===== src/inc/adc_pkg.sv =====
// constants and carrier types for the async x16 dram controller
// assumes a 50 MHz mclk and a 1M x16 dram with 10 address pins
package adc_pkg;
  localparam int ADC_CLK_MHZ = 50;
  localparam int ADC_WAKE_US = 200;
  localparam int ADC_WAKE_CYC = ADC_WAKE_US * ADC_CLK_MHZ;
  localparam int ADC_WAKE_REFS = 8;
  localparam int ADC_REF_ROWS = 1024;
  localparam int ADC_REF_MS = 16;
  // longest spacing per row, rounded down
  localparam int ADC_REF_CYC = (ADC_REF_MS * 1000 * ADC_CLK_MHZ) / ADC_REF_ROWS;
  // phase lengths in ns, least times rounded up to 20 ns cycles
  localparam int ADC_CLK_NS = 1000 / ADC_CLK_MHZ;
  localparam int ADC_TRP_NS = 30;
  localparam int ADC_TRAS_NS = 50;
  localparam int ADC_TRCD_NS = 14;
  localparam int ADC_TCAS_NS = 30;
  localparam int ADC_TRWD_NS = 65;
  localparam int ADC_TRP_CYC = (ADC_TRP_NS + ADC_CLK_NS - 1) / ADC_CLK_NS;
  localparam int ADC_TRAS_CYC = (ADC_TRAS_NS + ADC_CLK_NS - 1) / ADC_CLK_NS;
  localparam int ADC_TRCD_CYC = (ADC_TRCD_NS + ADC_CLK_NS - 1) / ADC_CLK_NS;
  localparam int ADC_TCAS_CYC = (ADC_TCAS_NS + ADC_CLK_NS - 1) / ADC_CLK_NS;
  localparam int ADC_TRWD_CYC = (ADC_TRWD_NS + ADC_CLK_NS - 1) / ADC_CLK_NS;
  localparam int ADC_AW = 10;
  localparam int ADC_DW = 16;
  typedef enum logic [1:0] {ADC_OP_READ, ADC_OP_WRITE, ADC_OP_RMW} adc_op_t;
  typedef struct packed {
    adc_op_t op;
    logic [1:0] byte_en;
    logic [ADC_AW-1:0] row;
    logic [ADC_AW-1:0] col;
    logic [ADC_DW-1:0] wdata;
  } adc_req_t;
  typedef struct packed {
    logic ras_n;
    logic lower_byte_col_strobe_n;
    logic upper_byte_col_strobe_n;
    logic we_n;
    logic oe_n;
    logic [ADC_AW-1:0] addr;
  } adc_pins_t;
endpackage


===== src/rtl/adc_timer.sv =====
// down-counter used for phase waits
// assumes a load pulse and a synchronous active-low reset
`timescale 1ns/10ps
`default_nettype none
module adc_timer #(
  parameter int W = 14
) (
  input wire logic mclk,
  input wire logic nrst,
  input wire logic load,
  input wire logic [W-1:0] value,
  output logic done
);
  logic [W-1:0] cnt_reg;
  logic [W-1:0] cnt_next;
  always_comb
  begin
    cnt_next = cnt_reg;
    if (load)
      cnt_next = value;
    else if (cnt_reg != '0)
      cnt_next = cnt_reg - 1'b1;
  end
  always_ff @(posedge mclk)
  begin
    if (!nrst)
      cnt_reg <= '0;
    else
      cnt_reg <= cnt_next;
  end
  // no path from load to done: the caller's load depends on done
  assign done = (cnt_reg == '0);
endmodule
`default_nettype wire


===== src/rtl/adc_ctrl.sv =====
// host-side controller for an async x16 extended-output dram
// assumes dram inputs see the pins one mclk after they change
`timescale 1ns/10ps
`default_nettype none
module adc_ctrl #(
  parameter int WAKE_CYC = adc_pkg::ADC_WAKE_CYC,
  parameter int REF_CYC = adc_pkg::ADC_REF_CYC
) (
  input wire logic mclk,
  input wire logic nrst,
  input wire adc_pkg::adc_req_t req,
  input wire logic req_valid,
  output logic req_ready,
  output logic [adc_pkg::ADC_DW-1:0] rdata,
  output logic rdata_valid,
  output logic init_done,
  output adc_pkg::adc_pins_t pins,
  input wire logic [adc_pkg::ADC_DW-1:0] dq_in,
  output logic [adc_pkg::ADC_DW-1:0] dq_out,
  output logic [1:0] dq_oe
);
  import adc_pkg::*;
  // timer and interval counters are 14 bits wide
  if (WAKE_CYC < 1 || WAKE_CYC > 16383 || REF_CYC < 16 || REF_CYC > 16383)
  begin : g_bad_counts
    $error("adc_ctrl: counts out of range");
  end

  typedef enum logic [3:0] {
    S_WAKE, S_REF_CAS, S_REF_RAS, S_REF_PRE, S_IDLE, S_ROW, S_COL, S_RDWAIT,
    S_WRITE, S_END, S_PRE
  } adc_state_t;

  adc_state_t state_reg, state_next;
  adc_pins_t pins_reg, pins_next;
  adc_req_t cur_reg, cur_next;
  logic [3:0] refn_reg, refn_next;
  logic wake_reg, wake_next;
  logic [13:0] ival_reg, ival_next;
  logic ref_due_reg, ref_due_next;
  logic [ADC_DW-1:0] dqo_reg, dqo_next, rd_reg, rd_next;
  logic [1:0] oe_reg, oe_next;
  logic rv_reg, rv_next, rdy_reg, rdy_next, init_reg, init_next;
  logic t_load, t_done;
  logic [13:0] t_val;

  adc_timer #(.W(14)) u_timer (
    .mclk(mclk),
    .nrst(nrst),
    .load(t_load),
    .value(t_val),
    .done(t_done)
  );

  always_comb
  begin
    state_next = state_reg;
    pins_next = pins_reg;
    cur_next = cur_reg;
    refn_next = refn_reg;
    wake_next = wake_reg;
    dqo_next = dqo_reg;
    oe_next = oe_reg;
    rd_next = rd_reg;
    rv_next = 1'b0;
    rdy_next = 1'b0;
    init_next = init_reg;
    t_load = 1'b0;
    t_val = '0;
    // refresh pacing: one row per interval
    ival_next = ival_reg - 14'h1;
    ref_due_next = ref_due_reg;
    if (ival_reg == 14'h0)
    begin
      ival_next = 14'(REF_CYC - 1);
      if (ref_due_reg && state_reg != S_WAKE)
        wake_next = 1'b1;
      ref_due_next = 1'b1;
    end
    case (state_reg)
      S_WAKE:
      begin
        if (refn_reg == 4'h0)
        begin
          // all-ones marks the pause as loaded
          refn_next = 4'hf;
          t_load = 1'b1;
          t_val = 14'(WAKE_CYC);
        end
        else if (t_done)
        begin
          refn_next = 4'(ADC_WAKE_REFS);
          wake_next = 1'b1;
          state_next = S_REF_CAS;
        end
      end
      S_REF_CAS:
      begin
        pins_next.lower_byte_col_strobe_n = 1'b0;
        pins_next.upper_byte_col_strobe_n = 1'b0;
        pins_next.we_n = 1'b1;
        state_next = S_REF_RAS;
      end
      S_REF_RAS:
      begin
        pins_next.ras_n = 1'b0;
        t_load = 1'b1;
        t_val = 14'(ADC_TRAS_CYC);
        state_next = S_REF_PRE;
      end
      S_REF_PRE:
      begin
        if (t_done)
        begin
          pins_next = '{ras_n: 1'b1, lower_byte_col_strobe_n: 1'b1,
                        upper_byte_col_strobe_n: 1'b1, we_n: 1'b1, oe_n: 1'b1,
                        addr: '0};
          t_load = 1'b1;
          t_val = 14'(ADC_TRP_CYC);
          if (refn_reg > 4'h1)
          begin
            refn_next = refn_reg - 4'h1;
            state_next = S_PRE;
          end
          else
          begin
            refn_next = 4'h0;
            wake_next = 1'b0;
            // a tick in this same cycle wins over the clear
            ref_due_next = (ival_reg == 14'h0);
            state_next = S_PRE;
          end
        end
      end
      S_PRE:
      begin
        if (t_done)
        begin
          if (refn_reg != 4'h0)
            state_next = S_REF_CAS;
          else
          begin
            init_next = 1'b1;
            state_next = S_IDLE;
          end
        end
      end
      S_IDLE:
      begin
        if (wake_reg)
        begin
          refn_next = 4'(ADC_WAKE_REFS);
          state_next = S_REF_CAS;
        end
        else if (ref_due_reg)
        begin
          refn_next = 4'h1;
          state_next = S_REF_CAS;
        end
        else if (req_valid && !rdy_reg)
        begin
          rdy_next = 1'b1;
          cur_next = req;
          pins_next.addr = req.row;
          state_next = S_ROW;
        end
      end
      S_ROW:
      begin
        pins_next.ras_n = 1'b0;
        pins_next.we_n = (cur_reg.op == ADC_OP_WRITE) ? 1'b0 : 1'b1;
        pins_next.oe_n = (cur_reg.op == ADC_OP_WRITE) ? 1'b1 : 1'b0;
        if (cur_reg.op == ADC_OP_WRITE)
        begin
          dqo_next = cur_reg.wdata;
          oe_next = cur_reg.byte_en;
        end
        t_load = 1'b1;
        t_val = 14'(ADC_TRCD_CYC);
        state_next = S_COL;
      end
      S_COL:
      begin
        pins_next.addr = cur_reg.col;
        if (t_done)
        begin
          pins_next.lower_byte_col_strobe_n = ~cur_reg.byte_en[0];
          pins_next.upper_byte_col_strobe_n = ~cur_reg.byte_en[1];
          t_load = 1'b1;
          t_val = 14'((cur_reg.op == ADC_OP_RMW) ? ADC_TRWD_CYC : ADC_TCAS_CYC);
          state_next = S_RDWAIT;
        end
      end
      S_RDWAIT:
      begin
        if (t_done)
        begin
          if (cur_reg.op == ADC_OP_WRITE)
            state_next = S_END;
          else
          begin
            rd_next = dq_in;
            rv_next = 1'b1;
            if (cur_reg.op == ADC_OP_RMW)
            begin
              pins_next.oe_n = 1'b1;
              state_next = S_WRITE;
            end
            else
              state_next = S_END;
          end
        end
      end
      S_WRITE:
      begin
        pins_next.we_n = 1'b0;
        dqo_next = cur_reg.wdata;
        oe_next = cur_reg.byte_en;
        t_load = 1'b1;
        t_val = 14'(ADC_TCAS_CYC);
        state_next = S_END;
      end
      S_END:
      begin
        if (t_done)
        begin
          pins_next = '{ras_n: 1'b1, lower_byte_col_strobe_n: 1'b1,
                        upper_byte_col_strobe_n: 1'b1, we_n: 1'b1, oe_n: 1'b1,
                        addr: '0};
          oe_next = 2'b00;
          t_load = 1'b1;
          t_val = 14'(ADC_TRP_CYC);
          state_next = S_PRE;
        end
      end
      default:
        state_next = S_WAKE;
    endcase
  end

  always_ff @(posedge mclk)
  begin
    if (!nrst)
    begin
      state_reg <= S_WAKE;
      pins_reg <= '{ras_n: 1'b1, lower_byte_col_strobe_n: 1'b1,
                    upper_byte_col_strobe_n: 1'b1, we_n: 1'b1, oe_n: 1'b1, addr: '0};
      cur_reg <= '0;
      refn_reg <= 4'h0;
      wake_reg <= 1'b1;
      ival_reg <= 14'(REF_CYC - 1);
      ref_due_reg <= 1'b0;
      dqo_reg <= '0;
      oe_reg <= 2'b00;
      rd_reg <= '0;
      rv_reg <= 1'b0;
      rdy_reg <= 1'b0;
      init_reg <= 1'b0;
    end
    else
    begin
      state_reg <= state_next;
      pins_reg <= pins_next;
      cur_reg <= cur_next;
      refn_reg <= refn_next;
      wake_reg <= wake_next;
      ival_reg <= ival_next;
      ref_due_reg <= ref_due_next;
      dqo_reg <= dqo_next;
      oe_reg <= oe_next;
      rd_reg <= rd_next;
      rv_reg <= rv_next;
      rdy_reg <= rdy_next;
      init_reg <= init_next;
    end
  end

  assign pins = pins_reg;
  assign dq_out = dqo_reg;
  assign dq_oe = oe_reg;
  assign rdata = rd_reg;
  assign rdata_valid = rv_reg;
  assign req_ready = rdy_reg;
  assign init_done = init_reg;
endmodule
`default_nettype wire


===== config.mk =====
export PLATFORM = sky130hd
export DESIGN_NAME = adc_ctrl
export DESIGN_NICKNAME = d
export VERILOG_FILES = /design/src/inc/adc_pkg.sv /design/src/rtl/adc_timer.sv /design/src/rtl/adc_ctrl.sv
export SDC_FILE = /design/constraint.sdc
export NUM_CORES = 1
export LEC_CHECK = 0
export ABC_AREA = 1
export BUFFER_PORTS_ARGS = -buffer_cell sky130_fd_sc_hd__buf_2
export CORE_MARGIN = 5
export CORE_UTILIZATION = 35
export DETAILED_ROUTE_END_ITERATION = 8
export SLEW_MARGIN = 30
export SYNTH_ARGS = -nofsm -noshare
export SYNTH_HDL_FRONTEND = slang
export SYNTH_SLANG_ARGS = --single-unit

===== constraint.sdc =====
create_clock -name mclk -period 2.7 [get_ports mclk]
set_clock_uncertainty 0.05 [all_clocks]
set_input_delay 0.54 -clock mclk [delete_from_list [all_inputs] [get_ports mclk]]
set_output_delay 0.54 -clock mclk [all_outputs]
set_load 0.02 [all_outputs]

-- After elaboration in Yosys (flattened, before gate mapping)
Cells that the tools add are included.
- logic and storage cells: 163
- output and inout port bits: 52
- register bits: 120
- equality and inequality tests: 29
- multiplexer cells: 62
- bitwise gates (word level): 8
- order comparisons: 1
- reductions and logical operators: 38
- add/sub/neg operators: 3
- operators by type and width (kind ; number):
    14-bit case mux with 6 select lines ; 1
    4-bit two-way mux ; 15
    14-bit two-way mux ; 3
    4-bit case mux with 10 select lines ; 1
    16-bit case mux with 2 select lines ; 1
    10-bit two-way mux ; 3
    10-bit case mux with 3 select lines ; 1
    14-bit logical NOT ; 2
    14-bit by 1-bit subtractor with 14-bit output (second input constant) ; 2
    2-bit inequality test (second input constant) ; 13
    1-bit two-way mux ; 20
    4-bit by 3-bit == test with 1-bit output (second input constant) ; 4
    16-bit two-way mux ; 1
    15-bit two-way mux ; 1
    3-bit AND reduction ; 5
    3-bit nonzero test ; 5
    14-bit nonzero test ; 1
    4-bit == test (second input constant) ; 3
    2-bit case mux with 3 select lines ; 2
    4-bit case mux with 3 select lines ; 1
    4-bit nonzero test ; 3
    5-bit AND reduction ; 2
    3-bit two-way mux ; 3
    4-bit by 2-bit == test with 1-bit output (second input constant) ; 2
    other kinds (23) ; 46

-- Depth between registers and ports, before layout
- depth in word-level cells: 7
- gate-level depth with buffers: 12

-- Hierarchy
From an unflattened synthesis, not the netlist that was laid out.
- cell total of the unflattened synthesis: 823
- area total of the unflattened synthesis: 5521.5 um^2
- by module, submodules not included (module ; seq. area each (um^2) ; cells an instance ; times used ; area each (um^2)):
    adc_ctrl ; 2122.0 ; 667 ; 1 ; 4534.3
    adc_timer ; 280.3 ; 156 ; 1 ; 987.2

-- Worst setup path after synthesis
OpenSTA, ideal clock, no wires.
- path type: register -> register
- from: register u_timer.cnt_reg[0]
- to: register rd_reg[10] (netlist: rdata[10])
- path slack: 1.123 ns
- data required time: 2.531 ns
- buffers on the path: 1
- data arrival time: 1.408 ns
- cell stages (with the launch flop): 9
- cell sequence: dfxtp_1 -> inv_1 -> ha_1 -> nand4_1 -> nor2_1 -> nand3_2 -> buf_2 -> o21ai_0 -> a21oi_1
- longest elaborated chain between the ends: 2
- ends and longest elaborated chain (item ; RTL line ; source):
    from (decl) ; adc_timer.sv:14 ; logic [W-1:0] cnt_reg;
    from (signal assigned) ; adc_timer.sv:29 ; cnt_reg <= cnt_next;
    14-bit logical NOT ; adc_timer.sv:32 ; assign done = (cnt_reg == '0);
    3-bit AND reduction (no source line) ; -- ;
    to (signal assigned) ; adc_ctrl.sv:271 ; rd_reg <= rd_next;
    to (decl) ; adc_ctrl.sv:41 ; logic [ADC_DW-1:0] dqo_reg, dqo_next, rd_reg, rd_next;
Every way passes these cells.
A chain may end at the register's enable or synchronous reset.

-- Worst setup path in the final report
- from: register state_reg[3]
- to: register u_timer.cnt_reg[1]
- longest elaborated chain between the ends: 4
- ends and longest elaborated chain (item ; RTL line ; source):
    from (decl) ; adc_ctrl.sv:34 ; adc_state_t state_reg, state_next;
    from (signal assigned) ; adc_ctrl.sv:262 ; state_reg <= state_next;
    4-bit == test, or another cell as far along ; adc_ctrl.sv:80 ; case (state_reg)
    2-bit OR reduction (no source line) / 3-bit OR reduction (equally long branches) ; -- ;
    14-bit case mux with 6 select lines / 1-bit case mux with 3 select lines (equally long branches) ; adc_ctrl.sv:80 ;
    14-bit two-way mux / 2-bit nonzero test (equally long branches) ; -- ;
Several ways; a longest one is shown, not always the timed one.

==> impl_metrics.py <==
metrics = {
    "power": {
        "pwr_density_cell_nw_per_um2": 946,
        "static-leakage-power_nw": 3.36,
        "max-vdd-ir-drop_mv": 0.478,
    },
    "synth": {
        "synth.avg_cell_area_um2": 6.95,
        "mappedNetlistNets": 870,
        "ys_types": 36,
        "yosys-top-cells-area": "dfxtp_1 (43%), nor2_1 (12%), nand2_1 (8.6%)",
        "synthArstFlopShare": 0,
        "postSynthRegisterBits": 120,
        "synth_top_cells_by_count": "nor2_1 (181), nand2_1 (129), dfxtp_1 (120), o21ai_0 (82), inv_1 (81)",
        "yosysWarningCount": 0,
        "synth_enable_flop_cells": 0,
        "synthCells": 806,
        "synth.top_cell.area_share": 0.429,
        "total_standard_cell_area_after_synthesis_um2": 5600,
        "yosysSeqAreaShare": 0.429,
        "top_cell_type_by_total_area_after_synthesis": "dfxtp_1",
        "synth_flop_cell": "dfxtp_1",
        "synth_most_common_cell": "nor2_1",
    },
    "detailed_routing": {
        "route.final.wire_length_um": 14600,
        "detail_route.vias_per_cell": 4.58,
        "routed_wire_length_per_instance_um": 12.8,
        "initialDrtViolationCount": 360,
        "drc": 0,
        "drt.antenna.violating_nets": 0,
        "routed-via-count": 5223,
        "firstDrtPassIters": 5,
    },
    "layout": {
        "nNetsFinal": 976,
        "final_design_area_no_fill_um2": 6920,
        "antenna_cells": 0,
        "multi_input_area_um2": 2710,
        "layout_cells_sized_above_1": 0.212,
        "post-route-util": 0.439,
        "fillCellCount": 1645,
        "area_growth_syn_to_layout_pct": 23.6,
        "largest_register_ff_count": 30,
        "ff_latch_area_um2": 2400,
    },
    "cts": {
        "cts_post_setup_buffers_inserted": 0,
        "worst_setup_hold_path_clk_slew_ns": 0.06,
        "clock-sinks": 120,
        "cts_max_path_buffers": 2,
        "cts_resized": 0,
        "cts-hold-fix-buffers": 0,
        "cts-htree-levels": 4,
        "clockRootBuffer": "clkbuf_16",
        "numCtsBuffers": 17,
        "tritoncts": "yes",
        "clk-insertion-delay-late_ns": 0.41,
    },
    "sta": {
        "timing_max_transition_violations_final": 0,
        "setup_viol": 0,
        "fin_crit_sh": 0.767,
        "timing_hold_violations_final": 0,
        "period_needed_ns": 2.07,
        "fin_setup_tns_ns": 0,
        "setup_ws_ns": 0.629,
        "headroom_to_the_max_slew_limit": 0.569,
        "tightest_slew_ns": 0.646,
        "achievable-frequency_mhz": 483,
        "rsz0062_at_grt": "false",
    },
    "setup_path": {
        "endpoint": "u_timer.cnt_reg[1]",
        "setup.worst_path.end_class": "register",
        "ff_to_ff_end": "u_timer.cnt_reg[1]",
        "crit_path_max_fanout": 14,
        "crit_path_start_kind": "register",
        "critPathKind": "reg2reg",
        "worst_r2r_startpoint": "state_reg[3]",
        "startpoint": "state_reg[3]",
        "critPathArrivalTime_ns": 2.32,
        "worst_r2r_path_depth": 7,
        "critical_path_required_ns": 2.95,
        "rrSetupSlack_ns": 0.63,
    },
    "placed_design": {
        "placement.io_buffers": 110,
        "globalplace.congestion": 0.877,
        "postPlaceCellArea_um2": 6320,
        "detail_placement_hpwl_um": 10600,
        "dp_worst_setup_slack_ns": 0.631,
    },
    "floorplanning": {
        "number_of_placed_i_o_pins": 111,
        "effective_utilization_at_floorplan": 0.355,
        "width_of_the_chip_um": 136,
        "floorplan.die_area_um2": 18600,
        "rows": 46,
        "fp.coreArea_um2": 15800,
        "chipHeight_um": 136,
    },
    "grt": {
        "via_count_of_the_first_global_routing_pass": 4923,
        "grt_max_degree": 42,
        "grt_remaining_overflow": 0,
        "grt_resource_usage_total": 0.160,
        "antenna_violations_before_repair": 0,
        "grt_first_pass_wirelength_um": 23900,
    },
    "run_status": {
        "status": "finished, final reports clean",
    },
    "hold_path": {
        "hp-class": "in2reg",
    },
    "run": {
        "cap_violations": 0,
    },
}
final cells by class:
| type | count | area share |
|---|---|---|
| inverter | 93 | 0.0504 |
| timing repair buffer | 115 | 0.0850 |
| multi-input combinational | 565 | 0.391 |
| sequential | 120 | 0.347 |
| clock inverter | 10 | 0.0208 |
| tap | 216 | 0.0391 |
| clock buffer | 21 | 0.0665 |
stage by stage:
stage,power (mW),hold WS (ns),cells
2_1_floorplan,3.77,0.364,806
3_3_place_gp,4.26,0.377,1109
3_5_place_dp,4.26,0.379,1109
4_1_cts,6.60,0.282,1140
5_1_grt,7.04,0.304,1140
6_report,6.55,0.294,1140
critical path: stages (launching register included):
cell and delay (ns):
dfxtp_1 0.48, nor2_4 0.11, nand2_1 0.40, inv_2 0.14
nor2_4 0.32, nand3_2 0.19, o21ai_0 0.20, nor2_1 0.06
worst min-delay path by stage:
stage / endpoint / cells past startpoint / from
CTS: cur_reg[7] / 3 / req[7]
floorplan: ival_reg[0] / 1 / ival_reg[0]
global placement: ival_reg[0] / 1 / ival_reg[0]
detailed placement: ival_reg[0] / 1 / ival_reg[0]
global route: cur_reg[1] / 3 / req[1]
finish: cur_reg[16] / 3 / req[16]
cell families (layout without fill, tap and decap cells):
family | Yosys count | count (layout) | synth area share
mux | 1 | 1 | 0.00179
xor+xnor | 8 | 8 | 0.0125
compound gates | 156 | 156 | 0.145
buf+inv | 121 | 239 | 0.0876
flops | 120 | 120 | 0.429
fa+ha+maj | 5 | 5 | 0.0112
simple gates | 395 | 395 | 0.313
layout by cell type (no fill, tap or decap), drive strengths merged:
master / Yosys / layout
o211ai: 2 / 2
nand3b: 3 / 3
nor3: 6 / 6
clkbuf: 15 / 21
nor3b: 1 / 1
o21ai: 101 / 101
clkinv: 0 / 3
a21oi: 40 / 40
or2: 1 / 1
o21bai: 1 / 1
nand3: 40 / 40
ha: 5 / 5
clkinvlp: 0 / 3
a31oi: 12 / 12
buf: 13 / 115
xor2: 5 / 5
xnor2: 3 / 3
nand2: 142 / 142
nand4: 8 / 8
mux2i: 1 / 1
dfxtp: 120 / 120
inv: 93 / 94
bufinv: 0 / 3
nor2: 194 / 194
layer usage:
| layer | vias up | wire (um) | global-route usage |
|---|---|---|---|
| li1 | 2793 | - | - |
| met1 | 2282 | 7170 | 0.222 |
| met2 | 130 | 6160 | 0.232 |
| met3 | 18 | 1050 | 0.0585 |
| met4 | 0 | 204 | 0.0498 |
| met5 | - | 0 | 0 |
where the power goes:
group	switching, mW	internal [mW]
Clock	0.816	1.50
Sequential	0.142	1.96
Combinational	1.41	0.727
Total	2.37	4.18
(Power assumes the default switching activity.)
